`config.mk`:
```
export PLATFORM = sky130hd
export DESIGN_NAME = rxpg_paging
export DESIGN_NICKNAME = d
export VERILOG_FILES = /design/src/rxpg_pkg.sv /design/src/rxpg_paging.sv /design/src/rxpg_embed_sub.sv
export SDC_FILE = /design/constraint.sdc
export NUM_CORES = 1
export LEC_CHECK = 0
export ABC_AREA = 1
export BUFFER_PORTS_ARGS = -buffer_cell sky130_fd_sc_hd__buf_2
export CORE_MARGIN = 10
export CORE_UTILIZATION = 35
export CTS_CLUSTER_SIZE = 40
export DETAILED_ROUTE_END_ITERATION = 6
export GPL_ROUTABILITY_DRIVEN = 0
export GPL_TIMING_DRIVEN = 0
export PLACE_DENSITY = 0.66
export SLEW_MARGIN = 20
export SYNTH_ARGS = -nofsm -noshare
export SYNTH_HDL_FRONTEND = slang
export SYNTH_SLANG_ARGS = --single-unit
```
`constraint.sdc`:
```
create_clock -name clock -period 3.3 [get_ports clock]
set_input_delay 0.165 -clock clock [delete_from_list [all_inputs] [get_ports clock]]
set_output_delay 0.165 -clock clock [all_outputs]
set_load 0.02 [all_outputs]
```
`src/rxpg_pkg.sv`:
```
package rxpg_pkg;

   localparam int          NUM_PORTS     = 2;
   localparam int          NUM_SRC       = 3;

   // Access sources: local control bus, back channel of port 0 and port 1
   localparam logic [1:0]  SRC_LOCAL     = 2'h0;
   localparam logic [1:0]  SRC_BCC0      = 2'h1;
   localparam logic [1:0]  SRC_BCC1      = 2'h2;

   localparam logic [7:0]  ADDR_CAP      = 8'h4A;
   localparam logic [7:0]  ADDR_EMBED    = 8'h4B;
   localparam logic [7:0]  ADDR_PORT_SEL = 8'h4C;
   localparam logic [7:0]  PAGE_A_LO     = 8'h4D;
   localparam logic [7:0]  PAGE_A_HI     = 8'h7F;
   localparam logic [7:0]  PAGE_B_LO     = 8'hD0;
   localparam logic [7:0]  PAGE_B_HI     = 8'hDF;

   localparam int          SEL_WR0_BIT   = 0;
   localparam int          SEL_WR1_BIT   = 1;
   localparam int          SEL_RD_BIT    = 4;
   localparam int          SEL_PHYS_BIT  = 6;

   localparam int          EMB_EN_HI     = 7;
   localparam int          EMB_EN_LO     = 6;
   localparam int          EMB_ID_HI     = 5;
   localparam int          EMB_ID_LO     = 0;
   localparam logic [7:0]  EMB_RESET     = 8'h12;
   localparam logic [1:0]  EMB_EN_OFF    = 2'h0;

   localparam logic [7:0]  READ_ZERO     = 8'h00;
   localparam logic [1:0]  WR_NONE       = 2'h0;
   localparam logic [1:0]  PKT_CNT_MAX   = 2'h3;

   typedef struct packed {
      logic [1:0] src;
      logic [7:0] addr;
      logic [7:0] wdata;
      logic       wr;
      logic       rd;
   } rxpg_req_t;

   typedef struct packed {
      logic       frameStart;
      logic       longPkt;
      logic       csiMode;
      logic [5:0] rawType;
   } rxpg_pkt_t;

   typedef struct packed {
      logic       valid;
      logic [5:0] dataType;
   } rxpg_dt_t;

endpackage : rxpg_pkg

```
`src/rxpg_paging.sv`:
```
// Summary of operation
// - Paged addresses go to selected port blocks
// - Bit 4 picks the port supplying reads
// - Bits 1:0 enable writes per port block
// - Each access source keeps its own page state
// - Local source read select resets to port 0
// - Back-channel read select defaults to own port
// - Back-channel write enable set for own port
// - Bit 6 reports the carrying physical port
// - Enable 00 forwards raw video type always
// - Enable 1..3 tags first packets as embedded
// - Substitution ignored in CSI receive mode
// - Six-bit embedded code, reset 0x12, replaces type
`timescale 1ns/10ps

module rxpg_paging
   import rxpg_pkg::*;
(
   input  wire logic            clock,
   input  wire logic            resetn,
   input  wire rxpg_req_t       req,
   output logic                 rdValid_r,
   output logic [7:0]           rdData_r,
   output logic [NUM_PORTS-1:0] pagedWrEn,
   input  wire logic [7:0]      pagedRdata [NUM_PORTS],
   input  wire rxpg_pkt_t       pktIn      [NUM_PORTS],
   output rxpg_dt_t             dtOut      [NUM_PORTS],
   output logic [7:0]           embedCtrl  [NUM_PORTS]
);

   if (NUM_PORTS != 2 || NUM_SRC != 3) begin : g_cfg_check
      $error("Paging logic serves exactly two ports, three sources");
   end

   function automatic logic isPaged(input logic [7:0] a);
      isPaged = (a == ADDR_CAP) || (a == ADDR_EMBED)
             || (a >= PAGE_A_LO && a <= PAGE_A_HI)
             || (a >= PAGE_B_LO && a <= PAGE_B_HI);
   endfunction : isPaged

   // Default read port for a source: its own port over back channel
   function automatic logic srcPort(input int s);
      srcPort = (s == int'(SRC_BCC1));
   endfunction : srcPort

   function automatic logic [1:0] srcWrDefault(input int s);
      if (s == int'(SRC_BCC0))
         srcWrDefault = 2'h1;
      else if (s == int'(SRC_BCC1))
         srcWrDefault = 2'h2;
      else
         srcWrDefault = WR_NONE;
   endfunction : srcWrDefault

   logic       rdSel_r [NUM_SRC];
   logic [1:0] wrEn_r  [NUM_SRC];
   logic [7:0] embCtrl_r [NUM_PORTS];
   logic       firstCycle_r;

   logic       srcValid;
   logic       curRdSel;
   logic [1:0] curWrEn;
   logic       curPhys;
   logic       pagedHit;
   logic [7:0] selData;
   logic [7:0] selReg;
   logic [7:0] readNxt;

   assign srcValid = (req.src == SRC_LOCAL) || (req.src == SRC_BCC0)
                  || (req.src == SRC_BCC1);
   // Unknown source codes fall back to the local page copy
   assign curRdSel = srcValid ? rdSel_r[req.src] : rdSel_r[SRC_LOCAL];
   assign curWrEn  = srcValid ? wrEn_r[req.src]  : wrEn_r[SRC_LOCAL];
   assign curPhys  = (req.src == SRC_BCC1);
   assign pagedHit = isPaged(req.addr);

   // Port registers owned here answer locally; the rest come from outside
   always_comb begin
      if (req.addr == ADDR_EMBED)
         selData = embCtrl_r[curRdSel];
      else
         selData = pagedRdata[curRdSel];
   end

   always_comb begin
      selReg = READ_ZERO;
      selReg[SEL_PHYS_BIT] = curPhys;
      selReg[SEL_RD_BIT]   = curRdSel;
      selReg[SEL_WR1_BIT]  = curWrEn[1];
      selReg[SEL_WR0_BIT]  = curWrEn[0];
   end

   always_comb begin
      if (req.addr == ADDR_PORT_SEL)
         readNxt = selReg;
      else if (pagedHit)
         readNxt = selData;
      else
         readNxt = READ_ZERO;
   end

   always_comb begin
      pagedWrEn = '0;
      // Owned register is not echoed to the external port blocks
      if (req.wr && pagedHit && req.addr != ADDR_EMBED)
         pagedWrEn = curWrEn;
   end

   // Page state: one copy per source, only the requester's copy moves
   always_ff @(posedge clock or negedge resetn) begin
      if (!resetn) begin
         for (int s = 0; s < NUM_SRC; s++) begin
            rdSel_r[s] <= srcPort(s);
            wrEn_r[s]  <= srcWrDefault(s);
         end
      end else if (req.wr && srcValid && req.addr == ADDR_PORT_SEL) begin
         rdSel_r[req.src] <= req.wdata[SEL_RD_BIT];
         wrEn_r[req.src]  <= req.wdata[SEL_WR1_BIT:SEL_WR0_BIT];
      end
   end

   always_ff @(posedge clock or negedge resetn) begin
      if (!resetn) begin
         for (int p = 0; p < NUM_PORTS; p++)
            embCtrl_r[p] <= EMB_RESET;
      end else if (req.wr && req.addr == ADDR_EMBED) begin
         for (int p = 0; p < NUM_PORTS; p++)
            if (curWrEn[p])
               embCtrl_r[p] <= req.wdata;
      end
   end

   always_ff @(posedge clock or negedge resetn) begin
      if (!resetn) begin
         rdValid_r <= 1'b0;
         rdData_r  <= READ_ZERO;
      end else begin
         rdValid_r <= req.rd;
         if (req.rd)
            rdData_r <= readNxt;
      end
   end

   always_ff @(posedge clock or negedge resetn) begin
      if (!resetn)
         firstCycle_r <= 1'b1;
      else
         firstCycle_r <= 1'b0;
   end

   always_comb begin
      for (int p = 0; p < NUM_PORTS; p++)
         embedCtrl[p] = embCtrl_r[p];
   end

   for (genvar g = 0; g < NUM_PORTS; g++) begin : g_port
      rxpg_embed_sub u_embed (
         .clock  (clock),
         .resetn (resetn),
         .ctrl   (embCtrl_r[g]),
         .pkt    (pktIn[g]),
         .dtOut  (dtOut[g])
      );
   end

   property p_unpaged_ignored;
      @(posedge clock) disable iff (!resetn)
      req.wr && !isPaged(req.addr) |-> pagedWrEn == '0;
   endproperty
   a_unpaged_ignored: assert property (p_unpaged_ignored)
      else $error("Write outside paged range reached a port block");

   property p_read_port;
      @(posedge clock) disable iff (!resetn)
      req.rd && pagedHit && req.addr != ADDR_EMBED |=>
         rdValid_r && rdData_r == ($past(curRdSel) ? $past(pagedRdata[1])
                                                   : $past(pagedRdata[0]));
   endproperty
   a_read_port: assert property (p_read_port)
      else $error("Paged read answered by wrong port");

   property p_write_mask;
      @(posedge clock) disable iff (!resetn)
      req.wr && req.addr == ADDR_EMBED && !curWrEn[0] |=>
         $stable(embCtrl_r[0]);
   endproperty
   a_write_mask: assert property (p_write_mask)
      else $error("Disabled port 0 block took a write");

   property p_source_isolation;
      @(posedge clock) disable iff (!resetn)
      req.wr && req.addr == ADDR_PORT_SEL && req.src == SRC_LOCAL |=>
         $stable(rdSel_r[SRC_BCC0]) && $stable(wrEn_r[SRC_BCC0])
         && $stable(rdSel_r[SRC_BCC1]) && $stable(wrEn_r[SRC_BCC1]);
   endproperty
   a_source_isolation: assert property (p_source_isolation)
      else $error("Local page write disturbed a back-channel copy");

   property p_local_default;
      @(posedge clock) disable iff (!resetn)
      firstCycle_r |-> rdSel_r[SRC_LOCAL] == 1'b0
                       && wrEn_r[SRC_LOCAL] == WR_NONE;
   endproperty
   a_local_default: assert property (p_local_default)
      else $error("Local page state not at reset default");

   property p_bcc_read_default;
      @(posedge clock) disable iff (!resetn)
      firstCycle_r |-> rdSel_r[SRC_BCC0] == 1'b0
                       && rdSel_r[SRC_BCC1] == 1'b1;
   endproperty
   a_bcc_read_default: assert property (p_bcc_read_default)
      else $error("Back-channel read select not own port");

   property p_bcc_write_default;
      @(posedge clock) disable iff (!resetn)
      firstCycle_r |-> wrEn_r[SRC_BCC0] == 2'h1 && wrEn_r[SRC_BCC1] == 2'h2;
   endproperty
   a_bcc_write_default: assert property (p_bcc_write_default)
      else $error("Back-channel write enable not own port");

   property p_phys_port;
      @(posedge clock) disable iff (!resetn)
      req.rd && req.addr == ADDR_PORT_SEL |=>
         rdData_r[SEL_PHYS_BIT] == ($past(req.src) == SRC_BCC1);
   endproperty
   a_phys_port: assert property (p_phys_port)
      else $error("Physical port bit does not match access source");

   property p_embed_write;
      @(posedge clock) disable iff (!resetn)
      req.wr && req.addr == ADDR_EMBED && curWrEn[1] |=>
         embCtrl_r[1] == $past(req.wdata);
   endproperty
   a_embed_write: assert property (p_embed_write)
      else $error("Enabled port 1 missed embedded type write");

   property p_write_mask1;
      @(posedge clock) disable iff (!resetn)
      req.wr && req.addr == ADDR_EMBED && !curWrEn[1] |=>
         $stable(embCtrl_r[1]);
   endproperty
   a_write_mask1: assert property (p_write_mask1)
      else $error("Disabled port 1 block took a write");

   property p_embed_write0;
      @(posedge clock) disable iff (!resetn)
      req.wr && req.addr == ADDR_EMBED && curWrEn[0] |=>
         embCtrl_r[0] == $past(req.wdata);
   endproperty
   a_embed_write0: assert property (p_embed_write0)
      else $error("Enabled port 0 missed embedded type write");

   property p_broadcast;
      @(posedge clock) disable iff (!resetn)
      req.wr && isPaged(req.addr) && req.addr != ADDR_EMBED
         && curWrEn == 2'h3 |-> pagedWrEn == 2'h3;
   endproperty
   a_broadcast: assert property (p_broadcast)
      else $error("Broadcast write did not reach both port blocks");

   property p_no_stray_strobe;
      @(posedge clock) disable iff (!resetn)
      !req.wr |-> pagedWrEn == '0;
   endproperty
   a_no_stray_strobe: assert property (p_no_stray_strobe)
      else $error("Port write strobe without a write request");

   property p_read_answer;
      @(posedge clock) disable iff (!resetn)
      req.rd |=> rdValid_r;
   endproperty
   a_read_answer: assert property (p_read_answer)
      else $error("Read request not answered next cycle");

   property p_embed_read;
      @(posedge clock) disable iff (!resetn)
      req.rd && req.addr == ADDR_EMBED |=>
         rdData_r == ($past(curRdSel) ? $past(embCtrl_r[1])
                                      : $past(embCtrl_r[0]));
   endproperty
   a_embed_read: assert property (p_embed_read)
      else $error("Embedded type read from wrong port block");

   // Bits 7, 5 and 3:2 of the page select register always read zero
   property p_sel_reserved;
      @(posedge clock) disable iff (!resetn)
      req.rd && req.addr == ADDR_PORT_SEL |=>
         (rdData_r & 8'hAC) == READ_ZERO;
   endproperty
   a_sel_reserved: assert property (p_sel_reserved)
      else $error("Reserved page select bits read nonzero");

   property p_unpaged_read;
      @(posedge clock) disable iff (!resetn)
      req.rd && !isPaged(req.addr) && req.addr != ADDR_PORT_SEL |=>
         rdData_r == READ_ZERO;
   endproperty
   a_unpaged_read: assert property (p_unpaged_read)
      else $error("Unpaged read returned port block data");

   property p_bcc_isolation;
      @(posedge clock) disable iff (!resetn)
      req.wr && req.addr == ADDR_PORT_SEL && req.src == SRC_BCC1 |=>
         $stable(rdSel_r[SRC_LOCAL]) && $stable(wrEn_r[SRC_LOCAL])
         && $stable(rdSel_r[SRC_BCC0]) && $stable(wrEn_r[SRC_BCC0]);
   endproperty
   a_bcc_isolation: assert property (p_bcc_isolation)
      else $error("Back-channel page write disturbed another copy");

endmodule : rxpg_paging

```
`src/rxpg_embed_sub.sv`:
```
`timescale 1ns/10ps

module rxpg_embed_sub
   import rxpg_pkg::*;
(
   input  wire logic      clock,
   input  wire logic      resetn,
   input  wire logic [7:0] ctrl,
   input  wire rxpg_pkt_t pkt,
   output rxpg_dt_t       dtOut
);

   logic [1:0] pktCnt_r;
   logic [1:0] cntNow;
   logic [1:0] lineSel;
   logic       useEmbed;

   assign lineSel  = ctrl[EMB_EN_HI:EMB_EN_LO];
   // Frame start in the same cycle as a packet counts that packet as first
   assign cntNow   = pkt.frameStart ? 2'h0 : pktCnt_r;
   assign useEmbed = !pkt.csiMode && (cntNow < lineSel);

   always_ff @(posedge clock or negedge resetn) begin
      if (!resetn) begin
         pktCnt_r <= 2'h0;
      end else if (pkt.longPkt) begin
         // Saturate: only the first three packets ever matter
         pktCnt_r <= (cntNow == PKT_CNT_MAX) ? PKT_CNT_MAX : cntNow + 2'h1;
      end else if (pkt.frameStart) begin
         pktCnt_r <= 2'h0;
      end
   end

   always_ff @(posedge clock or negedge resetn) begin
      if (!resetn) begin
         dtOut <= '0;
      end else begin
         dtOut.valid    <= pkt.longPkt;
         dtOut.dataType <= useEmbed ? ctrl[EMB_ID_HI:EMB_ID_LO]
                                    : pkt.rawType;
      end
   end

   property p_raw_passthrough;
      @(posedge clock) disable iff (!resetn)
      pkt.longPkt && (lineSel == EMB_EN_OFF) |=>
         dtOut.dataType == $past(pkt.rawType);
   endproperty
   a_raw_passthrough: assert property (p_raw_passthrough)
      else $error("Raw packet type altered while substitution off");

   property p_first_embedded;
      @(posedge clock) disable iff (!resetn)
      pkt.longPkt && pkt.frameStart && !pkt.csiMode && (lineSel != 2'h0) |=>
         dtOut.valid && dtOut.dataType == $past(ctrl[EMB_ID_HI:EMB_ID_LO]);
   endproperty
   a_first_embedded: assert property (p_first_embedded)
      else $error("First packet of frame not given embedded type");

   property p_csi_no_effect;
      @(posedge clock) disable iff (!resetn)
      pkt.longPkt && pkt.csiMode |=> dtOut.dataType == $past(pkt.rawType);
   endproperty
   a_csi_no_effect: assert property (p_csi_no_effect)
      else $error("Substitution applied in CSI receive mode");

   property p_count_restart;
      @(posedge clock) disable iff (!resetn)
      pkt.frameStart && !pkt.longPkt |=> pktCnt_r == 2'h0;
   endproperty
   a_count_restart: assert property (p_count_restart)
      else $error("Packet count not restarted at frame start");

endmodule : rxpg_embed_sub

```
==> flow_results.org <==
** Final layout
- For this run, the number of standard cells in the final layout without fillers is 526.
- Final #Nets :: 484
- Relative to the synthesized area, the layout overhead comes to 28.2%.
- Of the cells placed in the final design, the portion with a size suffix greater than 1 is 0.365.
- N_diodes :: 0

** Clock tree
- Clock Sink Count :: 52
- Hold repair after CTS inserted 3 buffers.
- The longest clock path from root to sink contains 2 buffers.
- Clock buffer count from CTS :: 5
- The clock tree synthesis step divided the H-tree into 2 levels.
- TritonCTS built the clock tree.
- Post-CTS Setup Bufs :: 0
- In this run the clock root is driven by a clkbuf_8.
- Clock latency at the later pin of the worst-skew pair :: 0.31 ns
- Clock slew at reported path FFs :: 0.10 ns
- Quantity of gates resized following cts :: 0

** Worst setup path
- In this run the register-to-register setup slack is 1.72 ns.
- Data required time at the worst endpoint :: 3.50 ns
- Capture point of the worst reg-to-reg path :: g_port[0].u_embed.dtOut[3]
- The worst register-to-register path has a depth of 6.
- CP Max Fanout :: 9
- Category of the most critical setup path :: register to register
- Crit. End Element :: register
- Reg-to-Reg Start :: g_port[0].u_embed.pktCnt_r[1]
- At the worst endpoint, the arrival time is 1.78 ns.
- The worst setup path is launched from a register.

** Synth
- Top flip-flop cell by instance count after synthesis :: dfrtp_1
- Number of instances in the synthesized netlist :: 320
- Synth area leader :: dfrtp_1
- Of the post-synthesis cell area, the dominant cell type holds 0.419.
- By area the synthesized netlist is led by dfrtp_1 42%, nand2_1 12%, nand3_1 8.4%.
- Synth Cell Area :: 2690 um2
- The share of the Yosys chip area taken by registers is 0.488.
- For this run, asynchronously set or reset flops after synthesis account for 1.00.
- Synthesis Warnings :: 0
- Synth top cells by count :: 86 x nand2_1, 45 x dfrtp_1, 45 x nand3_1
- Syn Nets :: 378
- Yosys mapped a number of flops with a built-in enable equal to 0.
- Synthesis instantiated 26 different standard cells from the library.
- Counting flops and latches in the post-synthesis netlist gives 52.
- Each instance of the synthesized netlist takes up on average 8.39 um2.
- nand2_1 is the most common cell in the netlist.

** Flow run
- Max-cap violations in this run came to 0.

** Routing
- Detailed-routing iteration count for the pre-antenna-repair pass :: 4
- After detailed routing, the number of remaining DRC violations is 0.
- For this block, the via count after detailed routing is 2411.
- Routed length per instance :: 14.5 um
- The routed design has 7.64 mm of wire.
- Post-DR vias/cell :: 4.58
- The first routing iteration left 145 violations.
- Number of routed nets with antenna violations :: 0

** STA
- Post-route setup TNS :: 0 ns
- Final clock period utilization by the worst path :: 0.479
- The routed design could run at a clock period as short as 1.58 ns.
- FMAX :: 633 MHz
- On the final layout, the worst clock skew is 0.00454 ns.
- Setup repair after global routing left no endpoint under its margin.
- Max-slew violation count :: 0
- Final Hold Vio Count :: 0
- Setup violations, final :: 0
- For the pin with the worst max-slew slack, the measured transition is 0.646 ns.
- Headroom to the max-slew limit came out at 0.569.

** Global route
- met2 is the most crowded layer.
- Grt met3 use :: 0.0461
- The initial antenna violation count is 0.
- First-pass GRT wire length :: 12.5 mm
- Pin count of the biggest net entering global routing :: 53
- Global Route met2 Usage :: 0.220
- Remaining global-route overflow :: 0
- Met1 track demand over resource :: 0.161
- Number of global-route vias before repair :: 2520
- For this run, the total global-route usage over all layers was measured as 0.133.

** Floorplan
- From left edge to right edge, the die measures 108 um.
- IO Pins :: 97
- Starting density of the core :: 0.365
- The floorplan step defined a die boundary enclosing 11600 um2.
- Num rows :: 31
- The region available for standard cell placement spans 7370 um2.
- The floorplan step set the die height to 108 um.

** Run status
- Run status :: finished, final reports clean

** Hold path
- Hold Path Cell Cnt :: 1
- Endpoint, Worst Hold :: rdValid_r
- In this run the most critical hold path is launched from req[0].
- Hold Crit Class :: input port to register

** Power and ir drop
- Dividing total power by cell area gives a power density of 384 nW/um2.
- The worst-case IR drop observed on VDD is 0.000245 V.
- Leakage power :: 1.89 nW

** Placed design
- Cell count after placement :: 515
- Buffers on Ports :: 96
- Half-perimeter wire length after placement :: 6.16 mm
==> flip-flops by register name (all words and copies together) (netlist names) <==
name / cells
rdSel_r: 3
wrEn_r: 6
rdValid_r: 1
embedCtrl: 16
g_port.u_embed.pktCnt_r: 4
g_port.u_embed.dtOut: 14
rdData_r: 8
==> metrics by stage <==
step            util  power (W)  cell area, um2  hold slack, ns  setup slack [ns]
2_1_floorplan      -   0.000775            2690          -0.131              1.79
3_3_place_gp   0.447   0.000859            3290           0.288              1.75
3_5_place_dp   0.447   0.000863            3290           0.243              1.75
4_1_cts        0.467    0.00133            3440          0.0498              1.72
5_1_grt        0.467    0.00138            3440          0.0486              1.61
6_report       0.467    0.00132            3440          0.0570              1.72
==> cell type report <==
| cell class | instances | area (um2) |
|---|---|---|
| fillers | 755 | 3930 |
| flip-flops and latches | 52 | 1310 |
| multi-input cells | 214 | 1140 |
| repair buffers | 99 | 513 |
| inverters | 48 | 185 |
| well taps | 99 | 124 |
| clock buffers | 6 | 82.6 |
| plain buffers | 6 | 50.0 |
| clock inverters | 2 | 38.8 |
==> cells in the final DEF (no fill, tap or decap), drive strengths merged <==
cell type,netlist,layout
nor2,14,14
ha,2,2
a31oi,2,2
dfstp,7,7
nand3,45,45
dlygate4sd3,0,3
dfrtp,45,45
o211ai,1,1
inv,48,48
nand4,1,1
a21oi,7,7
clkinv,0,1
clkbuf,1,7
o21ai,42,42
nor3,1,1
bufinv,0,1
buf,5,101
nand2,96,96
mux2,3,3
==> report_power, final <==
| part | internal (W) | switching (W) | leakage, nW |
|---|---|---|---|
| sequential | 0.000663 | 0.00000962 | 0.652 |
| combinational | 0.0000662 | 0.000112 | 1.17 |
| clock | 0.000248 | 0.000222 | 0.0614 |
| total | 0.000978 | 0.000344 | 1.89 |
==> per-layer routing <==
| layer | share of wire | wire length, um |
|---|---|---|
| met1 | 0.43 | 3270 |
| met2 | 0.48 | 3640 |
| met3 | 0.087 | 666 |
| met4 | 0.0083 | 63 |
| met5 | 0 | 0 |
==> kinds of logic after synthesis <==
logic type,share of synthesized area
and+or+nand+nor,0.282
DFF,0.488
adders and majority gates,0.00931
muxes,0.0126
AOI/OAI and AO/OA,0.121
buffers and inverters,0.0876
==> worst max-delay path by stage <==
stage	startpoint	endpoint
final	g_port[0].u_embed.pktCnt_r[1]	g_port[0].u_embed.dtOut[3]
after global routing	g_port[0].u_embed.pktCnt_r[1]	g_port[0].u_embed.dtOut[5]
after CTS	g_port[0].u_embed.pktCnt_r[1]	g_port[0].u_embed.dtOut[3]
after detailed placement	g_port[0].u_embed.pktCnt_r[1]	g_port[0].u_embed.dtOut[3]
after global placement	g_port[0].u_embed.pktCnt_r[1]	g_port[0].u_embed.dtOut[3]
after floorplan	embedCtrl[15]	g_port[0].u_embed.dtOut[2]
==> critical path, cell delays in order, from the launching register on <==
cell and delay (ns):
dfrtp_1 0.39, nand2_1 0.08, inv_1 0.04, ha_1 0.25
o21ai_0 0.07, nand2_1 0.26, mux2_2 0.38
(Power assumes the default switching activity.)
